[src/include/quad_enc_pkg.sv]
// constants, field positions and carriers for the quadrature encoder controller
package quad_enc_pkg;

	// register word indices on the plain register port
	localparam logic [2:0] ADDR_CTRL   = 3'h0;
	localparam logic [2:0] ADDR_FILT   = 3'h1;
	localparam logic [2:0] ADDR_POS    = 3'h2;
	localparam logic [2:0] ADDR_MAX    = 3'h3;
	localparam logic [2:0] ADDR_IRQ    = 3'h4;

	// control/status field positions
	localparam int CS_ERR      = 15;
	localparam int CS_IDLE     = 13;
	localparam int CS_INDEX    = 12;
	localparam int CS_DIR      = 11;
	localparam int CS_MODE_LO  = 8;
	localparam int CS_SWAP     = 7;
	localparam int CS_DIROUT   = 6;
	localparam int CS_GATE     = 5;
	localparam int CS_PS_LO    = 3;
	localparam int CS_IDXRES   = 2;
	localparam int CS_TCLK     = 1;
	localparam int CS_DIRSRC   = 0;

	// filter control field positions
	localparam int FC_IMV_LO   = 9;
	localparam int FC_COUNT_ERR_IRQ_DISABLE     = 8;
	localparam int FC_FOUT     = 7;
	localparam int FC_DIV_LO   = 4;

	// writable masks (unimplemented bits read zero)
	localparam logic [15:0] CS_WMASK   = 16'hA7FF;
	localparam logic [15:0] FC_WMASK   = 16'h07F0;
	localparam logic [15:0] RESET_WORD = 16'h0000;

	// irq register bits
	localparam int IRQ_FLAG    = 0;
	localparam int IRQ_EN      = 1;

	// mode_select encodings
	localparam logic [2:0] MODE_OFF    = 3'h0;
	localparam logic [2:0] MODE_TIMER  = 3'h1;
	localparam logic [2:0] MODE_X2_IDX = 3'h4;
	localparam logic [2:0] MODE_X2_MAT = 3'h5;
	localparam logic [2:0] MODE_X4_IDX = 3'h6;
	localparam logic [2:0] MODE_X4_MAT = 3'h7;

	localparam logic [15:0] ALL_ONES   = 16'hFFFF;
	localparam logic [15:0] ONE16      = 16'h0001;
	localparam logic [7:0]  PS_DIV8    = 8'h07;
	localparam logic [7:0]  PS_DIV64   = 8'h3F;
	localparam logic [7:0]  PS_DIV256  = 8'hFF;
	localparam int          FILT_STABLE = 3;

	typedef struct packed {
		logic a;
		logic b;
		logic idx;
	} enc_pins_t;

	typedef struct packed {
		logic [2:0] addr;
		logic [15:0] wdata;
		logic [1:0] be;
		logic wr;
		logic rd;
	} reg_req_t;

endpackage

[src/quad_enc_ctrl.sv]
// quadrature encoder controller with alternate up/down timer and input filters
`timescale 1ns/100ps

// Function
// in timer mode during idle, keep counting if idle_stop is 0, halt if 1.
// idle_stop resets to zero so the module runs during idle by default.
// rollover, qualified index, count error, period match, gate event set irq flag.
// irq flag stays set until software clears it.
// interrupt request raised only when flag and irq enable are both set.
// all four registers accept byte and word reads and writes.
// software uses word accesses on position count or stops counting.
// count error flag at bit 15, meaningful only in modes 110 and 100.
// bit 12 reads the current index level.
// direction bit 11, read-only in modes 1xx, writable in mode 001.
// mode field decodes x4/x2 with match or index reset, timer, off.
// phase_swap exchanges phase A and B before decoding.
// direction_pin_output_en drives direction onto its pin.
// gated_accum_en enables gated time accumulation of the timer.
// timer_prescale divides timer clock 1, 8, 64, 256; timer mode only.
// index_reset_en lets a detected index clear position count in index modes.
// timer_clk_source selects phase A rising edges or instruction cycles.
// in timer mode direction_source picks phase B pin or direction bit.
// index_match_value qualifies index by phase levels, differently in x4 and x2.
// count_err_irq_disable blocks count error interrupts.
// filter_output_en selects filtered or raw inputs.
// filter_clk_divide sets filter sample divide 1 to 256.
// filter output changes after three stable consecutive filter samples.
// index modes flag error when count reaches FFFF or max_count plus one.
// x4 counts every edge of both phases; x2 only phase A edges.
// timer mode uses max_count as period; match sets irq flag.
// match-reset and timer modes reload zero on the count after equality; counting down from zero the code reloads max_count instead.
// count error flag stays until software writes zero.
module quad_enc_ctrl (
	input  wire logic        i_mclk,
	input  wire logic        i_rstn,
	input  wire logic        i_cpu_idle,
	input  wire logic        i_phase_a_in,
	input  wire logic        i_phase_b_in,
	input  wire logic        i_index_in,
	input  wire logic [2:0]  i_addr,
	input  wire logic [15:0] i_wdata,
	input  wire logic [1:0]  i_be,
	input  wire logic        i_wr,
	input  wire logic        i_rd,
	output logic      [15:0] o_rdata,
	output logic             o_irq,
	output logic             o_dir_pin,
	output logic             o_dir_pin_oe
);

	quad_enc_pkg::reg_req_t  req;
	quad_enc_pkg::enc_pins_t raw_s1_q;
	quad_enc_pkg::enc_pins_t raw_q;
	quad_enc_pkg::enc_pins_t flt_q;
	quad_enc_pkg::enc_pins_t sel;
	quad_enc_pkg::enc_pins_t prev_q;
	logic [15:0] ctrl_q;
	logic [15:0] filt_q;
	logic [15:0] pos_q;
	logic [15:0] max_q;
	logic        dir_q;
	logic        err_q;
	logic        irq_flag_q;
	logic        irq_en_q;
	logic        idle_s1_q;
	logic        idle_q;
	logic [7:0]  fdiv_q;
	logic        fstb;
	logic [1:0]  fcnt_q [3];
	logic [2:0]  fcand_q;
	logic [7:0]  pre_q;
	logic        gate_q;
	logic        qa;
	logic        qb;
	logic        qidx;
	logic [2:0]  mode;
	logic        enc_mode;
	logic        x4_mode;
	logic        idx_mode;
	logic        timer_mode;
	logic        a_edge;
	logic        b_edge;
	logic        enc_step;
	logic        enc_up;
	logic        idx_rise;
	logic        idx_qual;
	logic        tmr_tick;
	logic        tmr_step;
	logic        tmr_up;
	logic        step;
	logic        up;
	logic        match_max;
	logic        err_hit;
	logic        roll_evt;
	logic        gate_evt;
	logic        run;
	logic [7:0]  ps_lim;
	logic [7:0]  fdiv_lim;

	assign req = '{addr: i_addr, wdata: i_wdata, be: i_be, wr: i_wr, rd: i_rd};

	// byte-lane merge for writes
	function automatic logic [15:0] merge(input logic [15:0] old, input logic [15:0] nw,
		input logic [1:0] be, input logic [15:0] wmask);
		logic [15:0] m;
		m = {{8{be[1]}}, {8{be[0]}}} & wmask;
		merge = (old & ~m) | (nw & m);
	endfunction

	function automatic logic [7:0] div_limit(input logic [2:0] code);
		unique case (code)
			3'h0: div_limit = 8'h00;
			3'h1: div_limit = 8'h01;
			3'h2: div_limit = 8'h03;
			3'h3: div_limit = 8'h0F;
			3'h4: div_limit = 8'h1F;
			3'h5: div_limit = 8'h3F;
			3'h6: div_limit = 8'h7F;
			default: div_limit = 8'hFF;
		endcase
	endfunction

	////////////////////////////////////////////////////////////////////////////
	// input synchronisers
	always_ff @(posedge i_mclk) begin
		if (!i_rstn) begin
			raw_s1_q  <= '0;
			raw_q     <= '0;
			idle_s1_q <= 1'b0;
			idle_q    <= 1'b0;
		end else begin
			raw_s1_q  <= '{a: i_phase_a_in, b: i_phase_b_in, idx: i_index_in};
			raw_q     <= raw_s1_q;
			idle_s1_q <= i_cpu_idle;
			idle_q    <= idle_s1_q;
		end
	end

	////////////////////////////////////////////////////////////////////////////
	// digital noise filters
	assign fdiv_lim = div_limit(filt_q[quad_enc_pkg::FC_DIV_LO +: 3]);
	// a lower divide written mid-count must not stall the filter for a full wrap
	assign fstb     = (fdiv_q >= fdiv_lim);

	always_ff @(posedge i_mclk) begin
		if (!i_rstn) begin
			fdiv_q <= 8'h00;
		end else if (fstb) begin
			fdiv_q <= 8'h00;
		end else begin
			fdiv_q <= fdiv_q + 8'h01;
		end
	end

	generate
		for (genvar g = 0; g < 3; g++) begin : g_filt
			always_ff @(posedge i_mclk) begin
				if (!i_rstn) begin
					fcnt_q[g]  <= 2'h0;
					fcand_q[g] <= 1'b0;
				end else if (fstb) begin
					if (raw_q[g] != fcand_q[g]) begin
						fcand_q[g] <= raw_q[g];
						fcnt_q[g]  <= 2'h1;
					end else if (fcnt_q[g] != 2'(quad_enc_pkg::FILT_STABLE)) begin
						fcnt_q[g] <= fcnt_q[g] + 2'h1;
					end
				end
			end
			always_ff @(posedge i_mclk) begin
				if (!i_rstn) begin
					flt_q[g] <= 1'b0;
				end else if (fstb && raw_q[g] == fcand_q[g]
					&& fcnt_q[g] == 2'(quad_enc_pkg::FILT_STABLE - 1)) begin
					flt_q[g] <= fcand_q[g];
				end
			end
		end
	endgenerate

	assign sel  = filt_q[quad_enc_pkg::FC_FOUT] ? flt_q : raw_q;
	assign qa   = ctrl_q[quad_enc_pkg::CS_SWAP] ? sel.b : sel.a;
	assign qb   = ctrl_q[quad_enc_pkg::CS_SWAP] ? sel.a : sel.b;
	assign qidx = sel.idx;

	////////////////////////////////////////////////////////////////////////////
	// decode
	assign mode       = ctrl_q[quad_enc_pkg::CS_MODE_LO +: 3];
	assign enc_mode   = mode[2];
	assign x4_mode    = (mode == quad_enc_pkg::MODE_X4_IDX) || (mode == quad_enc_pkg::MODE_X4_MAT);
	assign idx_mode   = (mode == quad_enc_pkg::MODE_X4_IDX) || (mode == quad_enc_pkg::MODE_X2_IDX);
	assign timer_mode = (mode == quad_enc_pkg::MODE_TIMER);
	assign run        = !(idle_q && ctrl_q[quad_enc_pkg::CS_IDLE]);

	always_ff @(posedge i_mclk) begin
		if (!i_rstn) begin
			prev_q <= '0;
		end else begin
			prev_q <= '{a: qa, b: qb, idx: qidx};
		end
	end

	assign a_edge   = qa != prev_q.a;
	assign b_edge   = qb != prev_q.b;
	assign enc_step = enc_mode && (x4_mode ? (a_edge || b_edge) : a_edge);
	// forward when A leads B
	assign enc_up   = a_edge ? (qa != qb) : (qa == qb);
	assign idx_rise = qidx && !prev_q.idx;

	assign idx_qual = idx_rise && (x4_mode ?
		(qb == filt_q[quad_enc_pkg::FC_IMV_LO + 1] && qa == filt_q[quad_enc_pkg::FC_IMV_LO]) :
		((filt_q[quad_enc_pkg::FC_IMV_LO + 1] ? qb : qa) == filt_q[quad_enc_pkg::FC_IMV_LO]));

	////////////////////////////////////////////////////////////////////////////
	// timer clock, prescaler and gate
	always_comb begin
		unique case (ctrl_q[quad_enc_pkg::CS_PS_LO +: 2])
			2'h0: ps_lim = 8'h00;
			2'h1: ps_lim = quad_enc_pkg::PS_DIV8;
			2'h2: ps_lim = quad_enc_pkg::PS_DIV64;
			default: ps_lim = quad_enc_pkg::PS_DIV256;
		endcase
	end


	assign tmr_tick = ctrl_q[quad_enc_pkg::CS_TCLK] ? (qa && !prev_q.a) : 1'b1;
	// in gated mode the timer only accumulates while phase A is high
	assign tmr_step = timer_mode && run && tmr_tick && (pre_q >= ps_lim)
		&& (!ctrl_q[quad_enc_pkg::CS_GATE] || qa);
	assign gate_evt = timer_mode && ctrl_q[quad_enc_pkg::CS_GATE] && gate_q && !qa;
	assign tmr_up   = ctrl_q[quad_enc_pkg::CS_DIRSRC] ? qb : dir_q;

	always_ff @(posedge i_mclk) begin
		if (!i_rstn) begin
			pre_q <= 8'h00;
		end else if (!timer_mode || !run) begin
			pre_q <= pre_q;
		end else if (tmr_tick && (!ctrl_q[quad_enc_pkg::CS_GATE] || qa)) begin
			pre_q <= (pre_q >= ps_lim) ? 8'h00 : pre_q + 8'h01;
		end
	end

	always_ff @(posedge i_mclk) begin
		if (!i_rstn) begin
			gate_q <= 1'b0;
		end else begin
			gate_q <= qa;
		end
	end

	////////////////////////////////////////////////////////////////////////////
	// position counter
	assign step      = timer_mode ? tmr_step : (enc_step && run);
	assign up        = timer_mode ? tmr_up : enc_up;
	assign match_max = up ? (pos_q == max_q) : (pos_q == 16'h0000);

	assign err_hit   = idx_mode && enc_mode && ((pos_q == quad_enc_pkg::ALL_ONES)
		|| ({1'b0, pos_q} == {1'b0, max_q} + {1'b0, quad_enc_pkg::ONE16}));
	assign roll_evt  = step && !idx_mode && match_max;

	always_ff @(posedge i_mclk) begin
		if (!i_rstn) begin
			pos_q <= quad_enc_pkg::RESET_WORD;
		end else if (req.wr && req.addr == quad_enc_pkg::ADDR_POS) begin
			pos_q <= merge(pos_q, req.wdata, req.be, quad_enc_pkg::ALL_ONES);
		end else if (idx_mode && enc_mode && idx_qual && ctrl_q[quad_enc_pkg::CS_IDXRES]) begin
			pos_q <= 16'h0000;
		end else if (step) begin
			if (!idx_mode && match_max) begin
				pos_q <= up ? 16'h0000 : max_q;
			end else begin
				pos_q <= up ? pos_q + quad_enc_pkg::ONE16 : pos_q - quad_enc_pkg::ONE16;
			end
		end
	end

	always_ff @(posedge i_mclk) begin
		if (!i_rstn) begin
			dir_q <= 1'b0;
		end else if (enc_mode && enc_step) begin
			dir_q <= enc_up;
		end else if (timer_mode && req.wr && req.be[1] && req.addr == quad_enc_pkg::ADDR_CTRL) begin
			dir_q <= req.wdata[quad_enc_pkg::CS_DIR];
		end
	end

	// set wins over software clear
	always_ff @(posedge i_mclk) begin
		if (!i_rstn) begin
			err_q <= 1'b0;
		end else if (err_hit) begin
			err_q <= 1'b1;
		end else if (req.wr && req.be[1] && req.addr == quad_enc_pkg::ADDR_CTRL
			&& !req.wdata[quad_enc_pkg::CS_ERR]) begin
			err_q <= 1'b0;
		end
	end

	////////////////////////////////////////////////////////////////////////////
	// registers
	always_ff @(posedge i_mclk) begin
		if (!i_rstn) begin
			ctrl_q <= quad_enc_pkg::RESET_WORD;
			filt_q <= quad_enc_pkg::RESET_WORD;
			max_q  <= quad_enc_pkg::ALL_ONES;
		end else if (req.wr) begin
			if (req.addr == quad_enc_pkg::ADDR_CTRL) begin
				ctrl_q <= merge(ctrl_q, req.wdata, req.be, quad_enc_pkg::CS_WMASK);
			end
			if (req.addr == quad_enc_pkg::ADDR_FILT) begin
				filt_q <= merge(filt_q, req.wdata, req.be, quad_enc_pkg::FC_WMASK);
			end
			if (req.addr == quad_enc_pkg::ADDR_MAX) begin
				max_q <= merge(max_q, req.wdata, req.be, quad_enc_pkg::ALL_ONES);
			end
		end
	end


	always_ff @(posedge i_mclk) begin
		if (!i_rstn) begin
			irq_flag_q <= 1'b0;
		end else if (roll_evt || (idx_mode && enc_mode && idx_qual) || gate_evt
			|| (err_hit && !err_q && !filt_q[quad_enc_pkg::FC_COUNT_ERR_IRQ_DISABLE])) begin
			irq_flag_q <= 1'b1;
		end else if (req.wr && req.be[0] && req.addr == quad_enc_pkg::ADDR_IRQ
			&& !req.wdata[quad_enc_pkg::IRQ_FLAG]) begin
			irq_flag_q <= 1'b0;
		end
	end

	always_ff @(posedge i_mclk) begin
		if (!i_rstn) begin
			irq_en_q <= 1'b0;
		end else if (req.wr && req.be[0] && req.addr == quad_enc_pkg::ADDR_IRQ) begin
			irq_en_q <= req.wdata[quad_enc_pkg::IRQ_EN];
		end
	end

	always_ff @(posedge i_mclk) begin
		if (!i_rstn) begin
			o_irq <= 1'b0;
		end else begin
			o_irq <= irq_flag_q && irq_en_q;
		end
	end

	always_ff @(posedge i_mclk) begin
		if (!i_rstn) begin
			o_dir_pin    <= 1'b0;
			o_dir_pin_oe <= 1'b0;
		end else begin
			o_dir_pin    <= dir_q;
			o_dir_pin_oe <= ctrl_q[quad_enc_pkg::CS_DIROUT];
		end
	end

	////////////////////////////////////////////////////////////////////////////
	// read port: data in the cycle after the strobe, zero otherwise
	always_ff @(posedge i_mclk) begin
		if (!i_rstn || !req.rd) begin
			o_rdata <= 16'h0000;
		end else begin
			unique case (req.addr)
				quad_enc_pkg::ADDR_CTRL: begin
					o_rdata <= {err_q, 1'b0, ctrl_q[quad_enc_pkg::CS_IDLE], qidx, dir_q,
						ctrl_q[quad_enc_pkg::CS_MODE_LO + 2:0]};
				end
				quad_enc_pkg::ADDR_FILT: o_rdata <= filt_q;
				quad_enc_pkg::ADDR_POS:  o_rdata <= pos_q;
				quad_enc_pkg::ADDR_MAX:  o_rdata <= max_q;
				quad_enc_pkg::ADDR_IRQ:  o_rdata <= {14'h0000, irq_en_q, irq_flag_q};
				default:                 o_rdata <= 16'h0000;
			endcase
		end
	end

endmodule
[config.mk]
export PLATFORM = sky130hd
export DESIGN_NAME = quad_enc_ctrl
export DESIGN_NICKNAME = d
export VERILOG_FILES = /design/src/include/quad_enc_pkg.sv /design/src/quad_enc_ctrl.sv
export SDC_FILE = /design/constraint.sdc
export NUM_CORES = 1
export LEC_CHECK = 0
export CAP_MARGIN = 15
export CORE_UTILIZATION = 30
export CTS_BUF_LIST = sky130_fd_sc_hd__clkbuf_2 sky130_fd_sc_hd__clkbuf_4 sky130_fd_sc_hd__clkbuf_8
export DETAILED_ROUTE_END_ITERATION = 12
export DONT_BUFFER_PORTS = 1
export HOLD_SLACK_MARGIN = 0.02
export PLACE_DENSITY = 0.54
export SLEW_MARGIN = 10
export SYNTH_ARGS = -nofsm -noshare
export SYNTH_HDL_FRONTEND = slang
export SYNTH_SLANG_ARGS = --single-unit
[constraint.sdc]
create_clock -name i_mclk -period 4.36 [get_ports i_mclk]
set_input_delay 0.654 -clock i_mclk [delete_from_list [all_inputs] [get_ports i_mclk]]
set_output_delay 0.654 -clock i_mclk [all_outputs]
set_load 0.02 [all_outputs]
==> run summary <==
Synth Register Bits - 113
Tot GR Track Use - 17.75%
Root Buffer Master - clkbuf_8
Hold-fix buffers at CTS - 0
Fraction of layout cells with a size suffix above 1 - 8.680%
CTS tree - done
VDD IR-drop max - 0.0001217 V
Routed Antenna Nets - 0
Rows - 54
Reg2reg setup slack - 0.48 ns
Netlist Area Pre-Place - 6827 sq um
Clock Pin Slew Worst Setup and Hold Paths - 0.08 ns
WHS - 0.3098 ns
Max clock buf depth - 2
Global-route wire length before repair - 32,280 um
HP Class - in2reg
Setup crit start kind - flip-flop
Worst-path fanout max - 19
Synth warn - 0
FFs w/ async S/R, synth - 0%
Critical Path AT - 4.25 ns
Area grow syn2layout - 9.109%
Total power draw - 0.002482 W
Largest net degree at the start of global routing - 54
Reg-to-reg startpoint - raw_q[1]
Syn_nets - 889
Die X - 152.9 um
Worst relative slew slack - 25.99%
Hold Fails Final Rpt - 0
# port buffers - 0
Post-synth EDFFs - 6
Tcrit/Tclk final - 88.98%
Routed WL per cell - 18.41 um
Via density - 5.459
PwrDens - 333.2 nW/um^2
CTS sink cnt - 113
H-tree depth - 4
Final setup vio count - 0
Total negative slack - 0 ns
Main flop type after synthesis - dfxtp_1
Post-DP HPWL - 14,700 um
Final WL - 20,210 um
Initial antenna violation count - 0
Num CTS Buffers - 17
Vias in the first global route - 5,634
Gr ovfl total - 0
Cell count of the worst reg-to-reg path - 12
Clock Latency Late Sink - 0.44 ns
Worst-Margin Slew - 1.109 ns
Starting DRT DRC Count - 497
Placeable Area - 22,090 sq um
Sequential-to-total area share from yosys stat - 34.02%
Unrepaired setup endpoints after global routing - no
Distinct cells, synth - 73
Ports - 48
Worst setup EP type - flip-flop
# resized after CTS - 0
Avg Cell Area, Syn - 8.285 sq um
Critical Path RT - 4.73 ns
Initial core utilization - 30.90%
Max Fclk - 0.2578 GHz
Gate Count Post-Synth - 824
DR pass1 iterations - 5
Post-CTS Setup Bufs - 0
Diode count - 0
Crit path kind - reg2reg
Status - complete, no violations
Worst hold path depth - 1
Clk_skew - 0.01917 ns
Drt drc - 0
Placer Congestion - 0.8526
Chip height - 152.9 um
Vias - 5,994
Max Cap Viol - 0
Tmin final - 3.880 ns
Critical hold path startpoint - i_rstn
Die outline area - 23,360 sq um
Slew Viols, Final - 0
Nets - 870
Leak - 2.873 nW
worst max-delay path, cell delays in order, from the launching register on:
cell and delay [ns]:
dfxtp_1 0.39, mux4_2 0.58, xnor2_1 0.18, mux2_2 0.44, ha_1 0.43, and4_1 0.23
nand2_1 0.07, or3_1 0.43, a21o_1 0.19, nor2_1 0.10, a211oi_1 0.07, or4b_1 0.48
a41oi_1 0.21
per-layer routing:
metal | global-route usage, % | wire [um] | vias to the layer above
met5 | 0 | 0 | -
met4 | 6.397 | 430 | 0
met3 | 5.047 | 1595 | 34
met2 | 25.86 | 8553 | 192
met1 | 24.72 | 9631 | 2821
li1 | - | - | 2947
through the flow:
stage / std cells / area (sq um) / worst slack (ns) / util, %
6_report: 1098 / 7448 / 0.4804 / 33.71
5_1_grt: 1098 / 7448 / 0.2416 / 33.71
4_1_cts: 1098 / 7448 / 0.4902 / 33.71
3_5_place_dp: 1066 / 7051 / 0.5078 / 31.91
3_3_place_gp: 1066 / 7051 / 0.5850 / 31.91
2_1_floorplan: 824 / 6827 / 0.3467 / -
power breakdown:
group          leakage [nW]  total [W]  switching (W)  internal, W
clock network         0.190   0.000997       0.000462     0.000535
logic                  1.75   0.000354       0.000197     0.000156
registers             0.936    0.00113      0.0000480      0.00108
synthesized netlist by cell type, drive strengths merged, types with 2 or more instances:
master / number / area, sq um
a32oi: 4 / 35.03
buf: 8 / 51.30
clkbuf: 38 / 142.6
xnor2: 25 / 219.0
a222oi: 3 / 30.03
nor4: 8 / 65.06
o41ai: 4 / 35.03
edfxtp: 6 / 180.2
o211ai: 6 / 45.04
nor2b: 6 / 37.54
and3: 13 / 86.33
o31ai: 5 / 37.54
o21ai: 47 / 235.2
a22oi: 23 / 172.7
a21oi: 42 / 236.5
nand2b: 11 / 68.82
nor3b: 2 / 15.01
a22o: 2 / 17.52
nand4b: 3 / 26.28
nand4: 10 / 62.56
o31a: 3 / 27.53
dfxtp: 107 / 2142
a31oi: 11 / 68.82
o21a: 8 / 60.06
mux2: 12 / 135.1
nand2: 80 / 300.3
mux4: 3 / 71.32
and2: 19 / 125.1
xor2: 26 / 227.7
ha: 35 / 437.9
or3: 8 / 50.05
or2: 3 / 18.77
nor3: 15 / 75.07
nand3: 51 / 255.2
inv: 25 / 93.84
a21o: 9 / 67.56
nor4b: 3 / 26.28
mux2i: 24 / 240.2
o22ai: 2 / 12.51
nor2: 86 / 322.8
a211oi: 8 / 60.06
worst max path at each step:
stage	to	from	cells after the start	slack, ns
after floorplan	flip-flop	flip-flop	14	0.35
after global placement	flip-flop	raw_q[1]	12	0.59
after detailed placement	flip-flop	raw_q[1]	12	0.51
after CTS	flip-flop	raw_q[1]	12	0.49
after global routing	flip-flop	raw_q[1]	12	0.24
final	flip-flop	raw_q[1]	12	0.48
layout by cell type, fill, tap and decap left out, drive strengths merged, types with 9 or more instances in the layout:
cell type / count
and2: 19
clkbuf: 19
nor2: 86
a21o: 9
nand2b: 11
o21ai: 47
dfxtp: 107
a31oi: 11
mux2: 12
nor3: 15
ha: 35
a21oi: 42
nand2: 80
nand3: 51
nand4: 10
a22oi: 23
mux2i: 24
xnor2: 25
and3: 13
xor2: 26
inv: 26
final cells by class:
| cell class | instances | area [sq um] |
|---|---|---|
| Tap cell | 280 | 350.3 |
| Inverter | 25 | 93.84 |
| Multi-Input combinational cell | 640 | 4224 |
| Clock inverter | 13 | 136.4 |
| Sequential cell | 113 | 2322 |
| Timing Repair Buffer | 8 | 60.06 |
| Clock buffer | 19 | 261.5 |
| Fill cell | 2302 | 14650 |
logic make-up after synthesis:
family / count (synthesis) / synth area share (%)
xor gates and xnor gates: 51 / 6.543
DFF: 113 / 34.02
muxes: 39 / 6.543
adders and majority gates: 36 / 6.708
and+or+nand+nor: 322 / 23.04
AOI/OAI and AO/OA: 192 / 18.93
buffers and inverters: 71 / 4.216
Note: power is estimated with default switching activity, not from simulation.
